--- src/hw/fcid_pkg.sv ---
// Function
// - Sixteen flash words decoded at fixed addresses
// - Whole-word access only, no bit operations
// - Data and protection halves reset ones, control, address and error reset zero
// - Access protect0 resets to fixed pattern
// - Four identification words, two bytes apart
// - Identification words ignore all writes
// - Chip word: device code, revision low
// - Memory size field times four gives kilobytes
// - Memory kind reports standard flash
// - Voltage code twenty times code over 256
// - Upper voltage byte zero, no external supply
package fcid_pkg;
	// ****************************************
	// Widths and register count
	// ****************************************
	localparam int FCID_AW    = 24;            // physical address width
	localparam int FCID_DW    = 16;            // register word width
	localparam int FCID_NREG  = 16;            // flash register count
	localparam int FCID_IXW   = 4;             // flash register index width

	// ****************************************
	// Flash register byte addresses
	// ****************************************
	localparam logic [23:0] FCID_A_CTL0_LO = 24'h0e0000;
	localparam logic [23:0] FCID_A_CTL0_HI = 24'h0e0002;
	localparam logic [23:0] FCID_A_CTL1_LO = 24'h0e0004;
	localparam logic [23:0] FCID_A_CTL1_HI = 24'h0e0006;
	localparam logic [23:0] FCID_A_DAT0_LO = 24'h0e0008;
	localparam logic [23:0] FCID_A_DAT0_HI = 24'h0e000a;
	localparam logic [23:0] FCID_A_DAT1_LO = 24'h0e000c;
	localparam logic [23:0] FCID_A_DAT1_HI = 24'h0e000e;
	localparam logic [23:0] FCID_A_ADR_LO  = 24'h0e0010;
	localparam logic [23:0] FCID_A_ADR_HI  = 24'h0e0012;
	localparam logic [23:0] FCID_A_ERR     = 24'h0e0014;
	localparam logic [23:0] FCID_A_WPI_LO  = 24'h0edfb4;
	localparam logic [23:0] FCID_A_WPI_HI  = 24'h0edfb6;
	localparam logic [23:0] FCID_A_APR0    = 24'h0edfb8;
	localparam logic [23:0] FCID_A_APR1_LO = 24'h0edfbc;
	localparam logic [23:0] FCID_A_APR1_HI = 24'h0edfbe;

	// ****************************************
	// Flash register reset values
	// ****************************************
	localparam logic [15:0] FCID_RST_ZERO = 16'h0000;  // address, control, error
	localparam logic [15:0] FCID_RST_ONES = 16'hffff;  // data and protection halves
	localparam logic [15:0] FCID_RST_APR0 = 16'hacff;  // access protect0 pattern

	// ****************************************
	// Identification space addresses
	// ****************************************
	localparam logic [15:0] FCID_A_ID_PROG  = 16'hf078;
	localparam logic [15:0] FCID_A_ID_MEM   = 16'hf07a;
	localparam logic [15:0] FCID_A_ID_CHIP  = 16'hf07c;
	localparam logic [15:0] FCID_A_ID_MAKER = 16'hf07e;

	// ****************************************
	// Identification fields
	// ****************************************
	localparam int          FCID_REV_LSB   = 0;        // revision_field lsb
	localparam int          FCID_DEV_LSB   = 4;        // device code lsb
	localparam int          FCID_SIZE_LSB  = 0;        // memory_size_field lsb
	localparam int          FCID_KIND_LSB  = 12;       // memory_kind_field lsb
	localparam logic [3:0]  FCID_KIND_NONE = 4'h0;     // no internal memory
	localparam logic [3:0]  FCID_KIND_MROM = 4'h1;     // mask rom
	localparam logic [3:0]  FCID_KIND_STD  = 4'h2;     // standard flash
	localparam logic [3:0]  FCID_KIND_HP   = 4'h3;     // high performance flash
	localparam logic [11:0] FCID_SIZE_512K = 12'h080;  // 512 kbytes over four
	localparam logic [7:0]  FCID_VPP_NONE  = 8'h00;    // no external supply
	localparam logic [7:0]  FCID_VDD_CODE  = 8'h40;    // programming supply code
	localparam logic [15:0] FCID_RST_MEM   = 16'h2080; // memory word value
	localparam logic [15:0] FCID_RST_PROG  = 16'h0040; // voltage word value

	// ****************************************
	// Access sequencing states
	// ****************************************
	typedef enum logic [1:0] {
		FCID_IDLE = 2'b00,  // waiting for a strobe
		FCID_DONE = 2'b01   // answer presented
	} fcid_state_e;
endpackage : fcid_pkg

--- src/hw/fcid_regs.sv ---
`timescale 1ns/1ps
`default_nettype none
// ****************************************
// Flash control and identification bank
// ****************************************
module fcid_regs
	import fcid_pkg::*;
#(
	parameter logic [11:0] DEV_CODE = 12'h001,  // arbitrary neutral value
	parameter logic [3:0]  REV_CODE = 4'h0      // silicon revision
) (
	// Clock, reset, enable
	input  wire logic                clk,
	input  wire logic                rst,
	input  wire logic                ce,
	// Peripheral bus side (flash words)
	input  wire logic                pb_sel,
	input  wire logic                pb_wr,
	input  wire logic [FCID_AW-1:0]  pb_addr,
	input  wire logic [FCID_DW-1:0]  pb_wdata,
	output logic      [FCID_DW-1:0]  pb_rdata,
	output logic                     pb_ack,
	output logic                     pb_err,
	// Extended special register side (id words)
	input  wire logic                es_sel,
	input  wire logic                es_wr,
	input  wire logic [15:0]         es_addr,
	output logic      [FCID_DW-1:0]  es_rdata,
	output logic                     es_ack,
	output logic                     es_err,
	// Flash word views for the controller
	output logic      [FCID_DW-1:0]  ctl0_lo
);
	// ****************************************
	// Address decode
	// ****************************************
	function automatic logic [4:0] dec_flash(input logic [FCID_AW-1:0] a);
		unique case (a)
			FCID_A_CTL0_LO: dec_flash = 5'h10;
			FCID_A_CTL0_HI: dec_flash = 5'h11;
			FCID_A_CTL1_LO: dec_flash = 5'h12;
			FCID_A_CTL1_HI: dec_flash = 5'h13;
			FCID_A_DAT0_LO: dec_flash = 5'h14;
			FCID_A_DAT0_HI: dec_flash = 5'h15;
			FCID_A_DAT1_LO: dec_flash = 5'h16;
			FCID_A_DAT1_HI: dec_flash = 5'h17;
			FCID_A_ADR_LO:  dec_flash = 5'h18;
			FCID_A_ADR_HI:  dec_flash = 5'h19;
			FCID_A_ERR:     dec_flash = 5'h1a;
			FCID_A_WPI_LO:  dec_flash = 5'h1b;
			FCID_A_WPI_HI:  dec_flash = 5'h1c;
			FCID_A_APR0:    dec_flash = 5'h1d;
			FCID_A_APR1_LO: dec_flash = 5'h1e;
			FCID_A_APR1_HI: dec_flash = 5'h1f;
			default:        dec_flash = 5'h00;  // bit 4 low: unmapped
		endcase
	endfunction : dec_flash

	function automatic logic es_hit(input logic [15:0] a);
		es_hit = (a[15:3] == FCID_A_ID_PROG[15:3]) && !a[0];
	endfunction : es_hit

	// ****************************************
	// State
	// ****************************************
	typedef struct packed {
		fcid_state_e      pb_st;     // flash access phase
		logic             pb_bad;    // unmapped flash access
		fcid_state_e      es_st;     // id access phase
		logic             es_bad;    // unmapped or write to id
		logic [15:0]      es_q;      // id read word
		logic [15:0]      ctl0;      // mirror of control word 0
	} fcid_s;

	fcid_s st;       // current state
	fcid_s next_st;  // next state

	logic [4:0]         hit;     // flash decode
	logic [15:0]        rf_q;    // regfile read word
	logic [15:0]        id_w;    // id rom word
	logic               wr_go;   // regfile write strobe

	assign hit   = dec_flash(pb_addr);
	assign wr_go = pb_sel && pb_wr && hit[4] && st.pb_st == FCID_IDLE;

	// ****************************************
	// Submodules
	// ****************************************
	fcid_regfile u_rf (
		.clk     (clk),
		.rst     (rst),
		.ce      (ce),
		.wr_en   (wr_go),
		.wr_idx  (hit[3:0]),
		.wr_data (pb_wdata),
		.rd_idx  (hit[3:0]),
		.rd_data (rf_q)
	);

	fcid_idrom #(
		.DEV_CODE (DEV_CODE),
		.REV_CODE (REV_CODE)
	) u_id (
		.sel  (es_addr[2:1]),
		.word (id_w)
	);

	// ****************************************
	// Access sequencing
	// ****************************************
	// One-cycle answer after each strobe, one idle cycle between
	always_comb begin
		next_st = st;
		unique case (st.pb_st)
			FCID_IDLE: if (pb_sel) begin
				next_st.pb_st  = FCID_DONE;
				next_st.pb_bad = !hit[4];
				if (wr_go && hit[3:0] == 4'h0)
					next_st.ctl0 = pb_wdata;
			end
			FCID_DONE: next_st.pb_st = FCID_IDLE;
			default:   next_st.pb_st = FCID_IDLE;
		endcase
		unique case (st.es_st)
			FCID_IDLE: if (es_sel) begin
				next_st.es_st  = FCID_DONE;
				next_st.es_bad = !es_hit(es_addr) || es_wr;  // writes dropped
				next_st.es_q   = es_hit(es_addr) ? id_w : 16'h0000;
			end
			FCID_DONE: next_st.es_st = FCID_IDLE;
			default:   next_st.es_st = FCID_IDLE;
		endcase
	end

	// Registered state
	always_ff @(posedge clk) begin
		if (rst) begin
			st <= '{FCID_IDLE, 1'b0, FCID_IDLE, 1'b0, 16'h0000, FCID_RST_ZERO};
		end else if (ce) begin
			st <= next_st;
		end
	end

	// Outputs
	assign pb_ack   = st.pb_st == FCID_DONE;
	assign pb_err   = pb_ack && st.pb_bad;
	assign pb_rdata = (pb_ack && !st.pb_bad) ? rf_q : 16'h0000;
	assign es_ack   = st.es_st == FCID_DONE;
	assign es_err   = es_ack && st.es_bad;
	assign es_rdata = es_ack ? st.es_q : 16'h0000;
	assign ctl0_lo  = st.ctl0;

	// ****************************************
	// Checks
	// ****************************************
	// First edge out of reset: no answer pending, control copy cleared
	property p_flash_rst_val;
		@(posedge clk) disable iff (rst)
		$fell(rst) |-> (ctl0_lo == FCID_RST_ZERO && !pb_ack && !es_ack);
	endproperty
	a_flash_rst_val: assert property (p_flash_rst_val) else $error("reset lost");
	property p_ack_one;
		@(posedge clk) disable iff (rst)
		(ce && pb_sel && st.pb_st == FCID_IDLE) |=> pb_ack;
	endproperty
	a_ack_one: assert property (p_ack_one) else $error("flash access not answered");
	property p_wr_back;
		@(posedge clk) disable iff (rst)
		(ce && wr_go && hit == 5'h10) |=> (ctl0_lo == $past(pb_wdata));
	endproperty
	a_wr_back: assert property (p_wr_back) else $error("control word not stored");
	property p_mem_word;
		@(posedge clk) disable iff (rst)
		(ce && es_sel && st.es_st == FCID_IDLE && es_addr == FCID_A_ID_MEM)
			|=> es_rdata == FCID_RST_MEM;
	endproperty
	a_mem_word: assert property (p_mem_word) else $error("memory id wrong");
	property p_prog_word;
		@(posedge clk) disable iff (rst)
		(ce && es_sel && st.es_st == FCID_IDLE && es_addr == FCID_A_ID_PROG)
			|=> es_rdata == FCID_RST_PROG;
	endproperty
	a_prog_word: assert property (p_prog_word) else $error("voltage id wrong");
	property p_id_wr_err;
		@(posedge clk) disable iff (rst)
		(ce && es_sel && es_wr && st.es_st == FCID_IDLE) |=> es_err;
	endproperty
	a_id_wr_err: assert property (p_id_wr_err) else $error("id write not refused");
	property p_bad_addr;
		@(posedge clk) disable iff (rst)
		(ce && pb_sel && !hit[4] && st.pb_st == FCID_IDLE) |=> (pb_err && pb_rdata == 16'h0000);
	endproperty
	a_bad_addr: assert property (p_bad_addr) else $error("unmapped flash access");
	// Id words answer in one cycle, no extra wait states
	property p_es_ack_one;
		@(posedge clk) disable iff (rst)
		(ce && es_sel && st.es_st == FCID_IDLE) |=> es_ack;
	endproperty
	a_es_ack_one: assert property (p_es_ack_one) else $error("id not answered");
endmodule : fcid_regs
`default_nettype wire

--- src/hw/fcid_regfile.sv ---
`timescale 1ns/1ps
`default_nettype none
// ****************************************
// Sixteen-word flash register memory
// ****************************************
module fcid_regfile
	import fcid_pkg::*;
(
	// Clock and reset
	input  wire logic                 clk,
	input  wire logic                 rst,
	input  wire logic                 ce,
	// Write port
	input  wire logic                 wr_en,
	input  wire logic [FCID_IXW-1:0]  wr_idx,
	input  wire logic [FCID_DW-1:0]   wr_data,
	// Read port
	input  wire logic [FCID_IXW-1:0]  rd_idx,
	output logic      [FCID_DW-1:0]   rd_data
);
	// Storage and registered read word
	typedef struct packed {
		logic [FCID_NREG-1:0][FCID_DW-1:0] mem;
		logic [FCID_DW-1:0]                q;
	} fcid_rf_s;

	fcid_rf_s st;       // current state
	fcid_rf_s next_st;  // next state

	// Reset value by index
	function automatic logic [FCID_DW-1:0] rst_val(input int i);
		if (i >= 4 && i <= 7)
			rst_val = FCID_RST_ONES;         // data halves
		else if (i == 13)
			rst_val = FCID_RST_APR0;         // fixed pattern
		else if (i >= 11)
			rst_val = FCID_RST_ONES;         // protection halves
		else
			rst_val = FCID_RST_ZERO;         // ctl, addr, err
	endfunction : rst_val

	// Whole-word write, registered read
	always_comb begin
		next_st = st;
		if (wr_en)
			next_st.mem[wr_idx] = wr_data;   // full word only
		next_st.q = st.mem[rd_idx];
	end

	// Registered state, synchronous reset
	always_ff @(posedge clk) begin
		if (rst) begin
			for (int i = 0; i < FCID_NREG; i++)
				st.mem[i] <= rst_val(i);
			st.q <= '0;
		end else if (ce) begin
			st <= next_st;
		end
	end

	assign rd_data = st.q;
endmodule : fcid_regfile
`default_nettype wire

--- src/hw/fcid_idrom.sv ---
`timescale 1ns/1ps
`default_nettype none
// ****************************************
// Constant identification words
// ****************************************
module fcid_idrom
	import fcid_pkg::*;
#(
	parameter logic [10:0] MAKER_CODE = 11'h001,  // arbitrary neutral value
	parameter logic [4:0]  MAKER_LOW  = 5'h01,    // arbitrary neutral value
	parameter logic [11:0] DEV_CODE   = 12'h001,  // arbitrary neutral value
	parameter logic [3:0]  REV_CODE   = 4'h0      // silicon revision
) (
	// Word select 0..3 from low address
	input  wire logic [1:0]         sel,
	output logic      [FCID_DW-1:0] word
);
	// No state here: values cannot change after reset
	always_comb begin
		unique case (sel)
			2'd0: word = {FCID_VPP_NONE, FCID_VDD_CODE};
			2'd1: word = {FCID_KIND_STD, FCID_SIZE_512K};
			2'd2: word = {DEV_CODE, REV_CODE};
			2'd3: word = {MAKER_CODE, MAKER_LOW};
		endcase
	end
endmodule : fcid_idrom
`default_nettype wire

--- config.mk ---
export PLATFORM = sky130hd
export DESIGN_NAME = fcid_regs
export DESIGN_NICKNAME = d
export VERILOG_FILES = /design/src/hw/fcid_pkg.sv /design/src/hw/fcid_regs.sv /design/src/hw/fcid_regfile.sv /design/src/hw/fcid_idrom.sv
export SDC_FILE = /design/constraint.sdc
export NUM_CORES = 1
export LEC_CHECK = 0
export BUFFER_PORTS_ARGS = -buffer_cell sky130_fd_sc_hd__buf_4
export CAP_MARGIN = 20
export CORE_MARGIN = 3
export CORE_UTILIZATION = 40
export DETAILED_ROUTE_END_ITERATION = 7
export GPL_ROUTABILITY_DRIVEN = 0
export SLEW_MARGIN = 20
export SYNTH_ARGS = -nofsm -noshare
export SYNTH_HDL_FRONTEND = slang
export SYNTH_SLANG_ARGS = --single-unit
--- constraint.sdc ---
create_clock -name clk -period 3.9 [get_ports clk]
set_clock_uncertainty 0.2 [all_clocks]
set_input_delay 0.78 -clock clk [delete_from_list [all_inputs] [get_ports clk]]
set_output_delay 0.78 -clock clk [all_outputs]
set_load 0.01 [all_outputs]
==> flow_metrics.tcl, run 1 <==
set metrics [dict create \
    vdd_drop_max_v 0.0003240 \
    wl_met1_mm 18.44 \
    port_buffers 104 \
    crit_path_max_fanout 29 \
    postRouteAntennaNets 0 \
    vias_per_cell 5.477 \
    wl_mm 40.65 \
    drtIter0Drc 1075 \
    multi_input_area_sq_mm 0.007123 \
    fp.dieArea_sq_mm 0.03696 \
    netlist_area_sq_mm 0.01388 \
    min_period_over_period_pct 83.40 \
    fin_crit_ns 3.253 \
    num_io_pins 115 \
    startpoint_type "input port" \
    yosys.area_share.simple_pct 27.56 \
    final_max_slew_viol_count 0 \
    synth-compound-area-share_pct 13.78 \
    fp.dieW_microns 192.3 \
    setup_viol 0 \
    grt_setup_unrepaired "false" \
    synth-edff-count 0 \
    start_util_pct 40.97 \
    postCtsSetupRepairBufs 0 \
    synth_top_family_by_area "simple AND/OR/NAND/NOR gates" \
    worstSkewPairLatency_ns 0.57 \
    synthMuxAreaShare_pct 9.485 \
    layout_commonest_cell "nand2_1" \
    numCtsBuffers 31 \
    topRoutingLayerUsed "met4" \
    vias 12082 \
    regArea_sq_mm 0.005926 \
    globalRoute.totalOverflow 0 \
    slew_headroom_pct 47.46 \
    nets 1796 \
    wire_per_inst_microns 18.43 \
    crit_required_ns 4.10 \
    maxCapViolations 0 \
    area_growth_syn_to_layout_pct 18.29 \
    clkSlewWorstSetupHoldPaths_ns 0.06 \
    firstDrtPassIters 6 \
    hp-class "flop to flop" \
    fillers 3249 \
    cts_resized 0 \
    grt_pass1_wl_mm 63.06 \
    finalHoldViolations 0 \
    async_flop_share_pct 0 \
    clkSinkCount 296 \
    cellLeakagePower_nw 6.118 \
    synth_xor_area_share_pct 0.06311 \
    crit_path_end_kind "flop" \
    cts_tree "built" \
    setup.worst_path.class "input port to flop" \
    synth_area_per_cell_sq_um 8.206 \
    power_density_mw_per_mm2 413.5 \
    tns_ns 0 \
    grt_usage_pct 21.17 \
    clockBufferDepth 3 \
    critPathArrivalTime_ns 3.46 \
    max_freq_mhz 307.4 \
    core_area_sq_mm 0.03387 \
    synth_cell_types 61 \
    worstMarginPinSlew_ns 0.7881 \
    synth_fa_ha_area_share_pct 0 \
    yosys_register_bits 296 \
    yosys_warnings 0 \
    htreeDepth 1 \
    status "complete, no violations" \
    synth_seq_area_share_pct 42.70 \
    drive_gt1_share_pct 17.46 \
    wl_met3_mm 2.176 \
    grt_pass1_vias 11237 \
    fp-row-count 67 \
    wl_met2_mm 18.89 \
    ctsHoldBuffers 0 \
    antennaDiodeCount 0 \
    final_cell_mix "nand2_1, dfxtp_1, buf_4" \
    grt_max_degree 121 \
    postSynthCellCount 1691 \
    fp.dieH_microns 192.3 \
    clock-root-buffer "clkbuf_16" \
    dp.final_hpwl_mm 26.71 \
    antenna_found_initial 0 \
    hold_ws_ns 0.2464 \
    synthFlopType "dfxtp_1" \
    drcViolationCount 0 \
]
## state kept, by name, indices dropped and copies added, names as in the netlist
register,count
u_rf.rd_data,16
ctl0_lo,16
st,8
u_rf.st,256
## final timing paths
path	from	endpoint	slack, ns	cells after the start
worst min-delay path	st[21]$_SDFFE_PP0P_	st[21]$_SDFFE_PP0P_	0.25	2
worst min register to register	st[21]$_SDFFE_PP0P_	st[21]$_SDFFE_PP0P_	0.25	2
worst max register to register	st[36]$_SDFFE_PP0P_	u_rf.st[243]$_SDFFE_PP1P_	1.44	7
worst max-delay path	pb_addr[13]	u_rf.rd_data[2]$_SDFFE_PP0P_	0.65	10
## power breakdown
| group | leakage (nW) | switching, mW | internal, mW |
|---|---|---|---|
| clock | 0.599 | 1.26 | 2.24 |
| sequential | 2.39 | 0.00571 | 3.03 |
| combinational | 3.13 | 0.164 | 0.0904 |
| total | 6.12 | 1.43 | 5.36 |
## cells by family after synthesis
logic type / after synthesis
xor gates and xnor gates: 1
muxes: 125
buffers and inverters: 180
and+or+nand+nor: 806
other: 1
AOI/OAI and AO/OA: 282
DFF: 296
## layout make-up
class	instances	share of cell area [%]
sequential	296	36.10
tap	448	3.415
timing repair buffer	177	9.505
multi-input combinational	1224	43.40
clock inverter	19	2.241
clock buffer	39	5.275
inverter	3	0.06860
## routing by layer
layer / up-vias / track usage (%)
li1: 5802 / -
met1: 5852 / 29.45
met2: 365 / 34.95
met3: 63 / 2.216
met4: 0 / 5.912
met5: - / 0
## critical path, cell delays in order
cell	delay, ns
buf_4	0.12
nand4b_1	0.30
o41ai_1	0.64
and2_2	0.31
buf_12	0.24
buf_4	0.24
mux2i_1	0.21
mux2i_1	0.13
a21boi_1	0.31
a311oi_1	0.14
## synthesized netlist by cell type (2+ instances only)
cell type	count	area [sq um]
nand2_1	518	1944
dfxtp_1	296	5926
a21oi_1	142	710.7
clkbuf_1	99	371.6
nand3b_1	94	705.7
mux2i_1	73	730.7
nor2b_1	53	331.6
mux2_2	52	585.6
a211o_1	49	429.2
buf_4	43	322.8
and2_1	32	200.2
nor2_1	32	120.1
buf_2	28	140.1
nand3_1	27	135.1
o211ai_1	16	120.1
a22oi_1	14	105.1
a311oi_1	13	113.9
a222oi_1	11	110.1
and3_1	6	37.54
nand2b_1	6	37.54
a211oi_1	5	37.54
clkbuf_2	5	25.02
nor4_1	5	31.28
nor4b_1	5	43.79
o21ai_0	5	25.02
nand4_1	4	25.02
nor2_2	4	25.02
nor3_1	4	20.02
inv_1	3	11.26
nand4b_1	3	26.28
a211oi_2	2	25.02
a21boi_0	2	15.01
a21oi_2	2	17.52
a221oi_1	2	17.52
a2bb2oi_1	2	17.52
a31oi_1	2	12.51
a32oi_1	2	17.52
nor3_2	2	20.02
nor4_2	2	25.02
o21ai_4	2	32.53
o221ai_1	2	17.52
o22ai_1	2	12.51
or4_1	2	15.01
## through the flow
stage	power (mW)	util [%]	cell area [sq um]	std cells	worst slack, ns
after global placement	3.355	44.82	15180	2148	0.1064
after global routing	6.989	48.47	16410	2206	0.5391
final	6.788	48.47	16410	2206	0.6473
after floorplan	3.252	-	13910	1700	0.4833
after detailed placement	3.356	44.82	15180	2148	0.1130
after CTS	6.844	48.47	16410	2206	0.6753
Note: power is estimated with default switching activity, not from simulation.
==> inputs of run 2 (changes only) <==
clock period = 3.3 ns   (was 3.9 ns; I/O delays follow)
==> run 2 against run 1 <==
Effect of this change:
- global-route usage rose by 0.42 points
- utilization rose by 2.0 points
- sequential share of layout area fell by 1.4 points
==> flow_metrics.tcl, run 2 (same netlist as run 1, synthesis figures left out) <==
set metrics [dict create \
    critPathArrivalTime_ns 3.38 \
    use_met1_pct 29.08 \
    nets 1874 \
    postCtsSetupRepairBufs 0 \
    grt_pass1_vias 11632 \
    hp-class "input port to flop" \
    numCtsBuffers 30 \
    num_io_pins 115 \
    seqPwrFrac_pct 49.1 \
    place_area_sq_mm 0.01610 \
    met3_usage_pct 2.380 \
    crit_required_ns 3.50 \
    maxCapViolations 0 \
    cts_tree "built" \
    setup.worst_path.class "input port to flop" \
    worstSkewPairLatency_ns 0.56 \
    min_period_over_period_pct 96.21 \
    wl_mm 40.94 \
    drtIter0Drc 884 \
    core_area_sq_mm 0.03387 \
    fin_crit_ns 3.175 \
    postRouteAntennaNets 0 \
    crit_path_max_fanout 16 \
    vias_per_cell 5.319 \
    globalRoute.totalOverflow 0 \
    regArea_sq_mm 0.005926 \
    final_max_slew_viol_count 0 \
    fp.dieArea_sq_mm 0.03696 \
    vias 12112 \
    p_sw_mw 1.627 \
    grt_usage_pct 21.58 \
    grt_pass1_wl_mm 63.94 \
    use_met2_pct 36.73 \
    crit_path_end_kind "flop" \
    fp.dieW_microns 192.3 \
    hold_ws_ns 0.1664 \
    clock-root-buffer "clkbuf_16" \
    power_density_mw_per_mm2 428.0 \
    fp-row-count 67 \
    final_core_util_pct 50.44 \
    final_cell_mix "nand2_1, dfxtp_1, buf_4" \
    clkSlewWorstSetupHoldPaths_ns 0.06 \
    cellLeakagePower_nw 6.527 \
    worst_slack_ns 0.1252 \
    ctsHoldBuffers 0 \
    slew_headroom_pct 37.55 \
    startpoint_type "input port" \
    antennaDiodeCount 0 \
    finalHoldViolations 0 \
    p_int_mw 5.684 \
    start_util_pct 40.97 \
    cts_resized 0 \
    worstMarginPinSlew_ns 0.9367 \
    regMostFlops "u_rf.st" \
    grt_max_degree 140 \
    stdcell_area_sq_mm 0.01708 \
    drive_gt1_share_pct 20.56 \
    firstDrtPassIters 6 \
    grt-busiest-layer "met2" \
    clkSinkCount 296 \
    status "complete, no violations" \
    place_ws_ns -0.3600 \
    max_freq_mhz 315.0 \
    dp.final_hpwl_mm 27.84 \
    p_comb_share_pct 4.4 \
    vdd_drop_max_v 0.0003449 \
    fillers 3221 \
    grt_setup_unrepaired "false" \
    fp.dieH_microns 192.3 \
    area_growth_syn_to_layout_pct 23.09 \
    drcViolationCount 0 \
    antenna_found_initial 1 \
    setup_viol 0 \
    power.share.switching_pct 22.25 \
    clkPwrFrac_pct 46.5 \
    clockBufferDepth 3 \
    htreeDepth 1 \
    wire_per_inst_microns 17.98 \
    layout_commonest_cell "nand2_1" \
    multi_input_area_sq_mm 0.007123 \
    tns_ns 0 \
    port_buffers 104 \
    largest_register_ffs 256 \
]
run 2: changes by cell type in the layout (fill, tap and decap cells not counted), moves of 2 or more:
cell and delta:
clkbuf_8 +5, clkinv_2 -3, buf_12 +26, clkbuf_1 +2, clkinvlp_4 -3, buf_4 +53, bufinv_16 -9
run 2: final timing paths:
path                            start  slack [ns]                            to  cells past startpoint
max                       pb_addr[13]        0.13  u_rf.rd_data[7]$_SDFFE_PP0P_                     10
min                             es_wr        0.17           st[32]$_SDFFE_PP0P_                      3
max reg2reg       st[36]$_SDFFE_PP0P_        0.86     u_rf.st[240]$_SDFFE_PP1P_                      7
min reg2reg  u_rf.st[54]$_SDFFE_PP0P_        0.25      u_rf.st[54]$_SDFFE_PP0P_                      2
run 2: per-stage QoR:
step	power, mW	instances
2_1_floorplan	3.844	1700
3_3_place_gp	3.989	2227
3_5_place_dp	3.991	2227
4_1_cts	7.369	2277
5_1_grt	7.528	2277
6_report	7.311	2277
run 2: worst max-delay path: stages:
cell and delay, ns:
buf_4 0.11, nand4b_1 0.30, nor4_1 0.50, a21oi_1 0.23, a211oi_4 0.33, buf_12 0.21, buf_12 0.18, mux2_2 0.34
a22oi_1 0.34, a311oi_1 0.16
run 2: final cells by class:
cell class,instances,area share [%]
sequential,296,34.69
clock inverter,5,0.3809
tap,448,3.282
timing repair buffer,256,14.51
clock buffer,45,5.369
multi-input combinational,1224,41.70
inverter,3,0.06592
run 2: metal layers:
layer	vias up	wire [microns]
met5	-	0
met4	0	1059
met3	64	1894
met2	327	19250
met1	5766	18740
li1	5955	-
run 2: power groups by stage:
stage	logic (mW)	registers (mW)	clock network, mW
floorplan	0.178	3.67	0
global route	0.347	3.59	3.59
global placement	0.322	3.67	0
finish	0.325	3.59	3.40
CTS	0.324	3.59	3.46
detailed placement	0.323	3.67	0
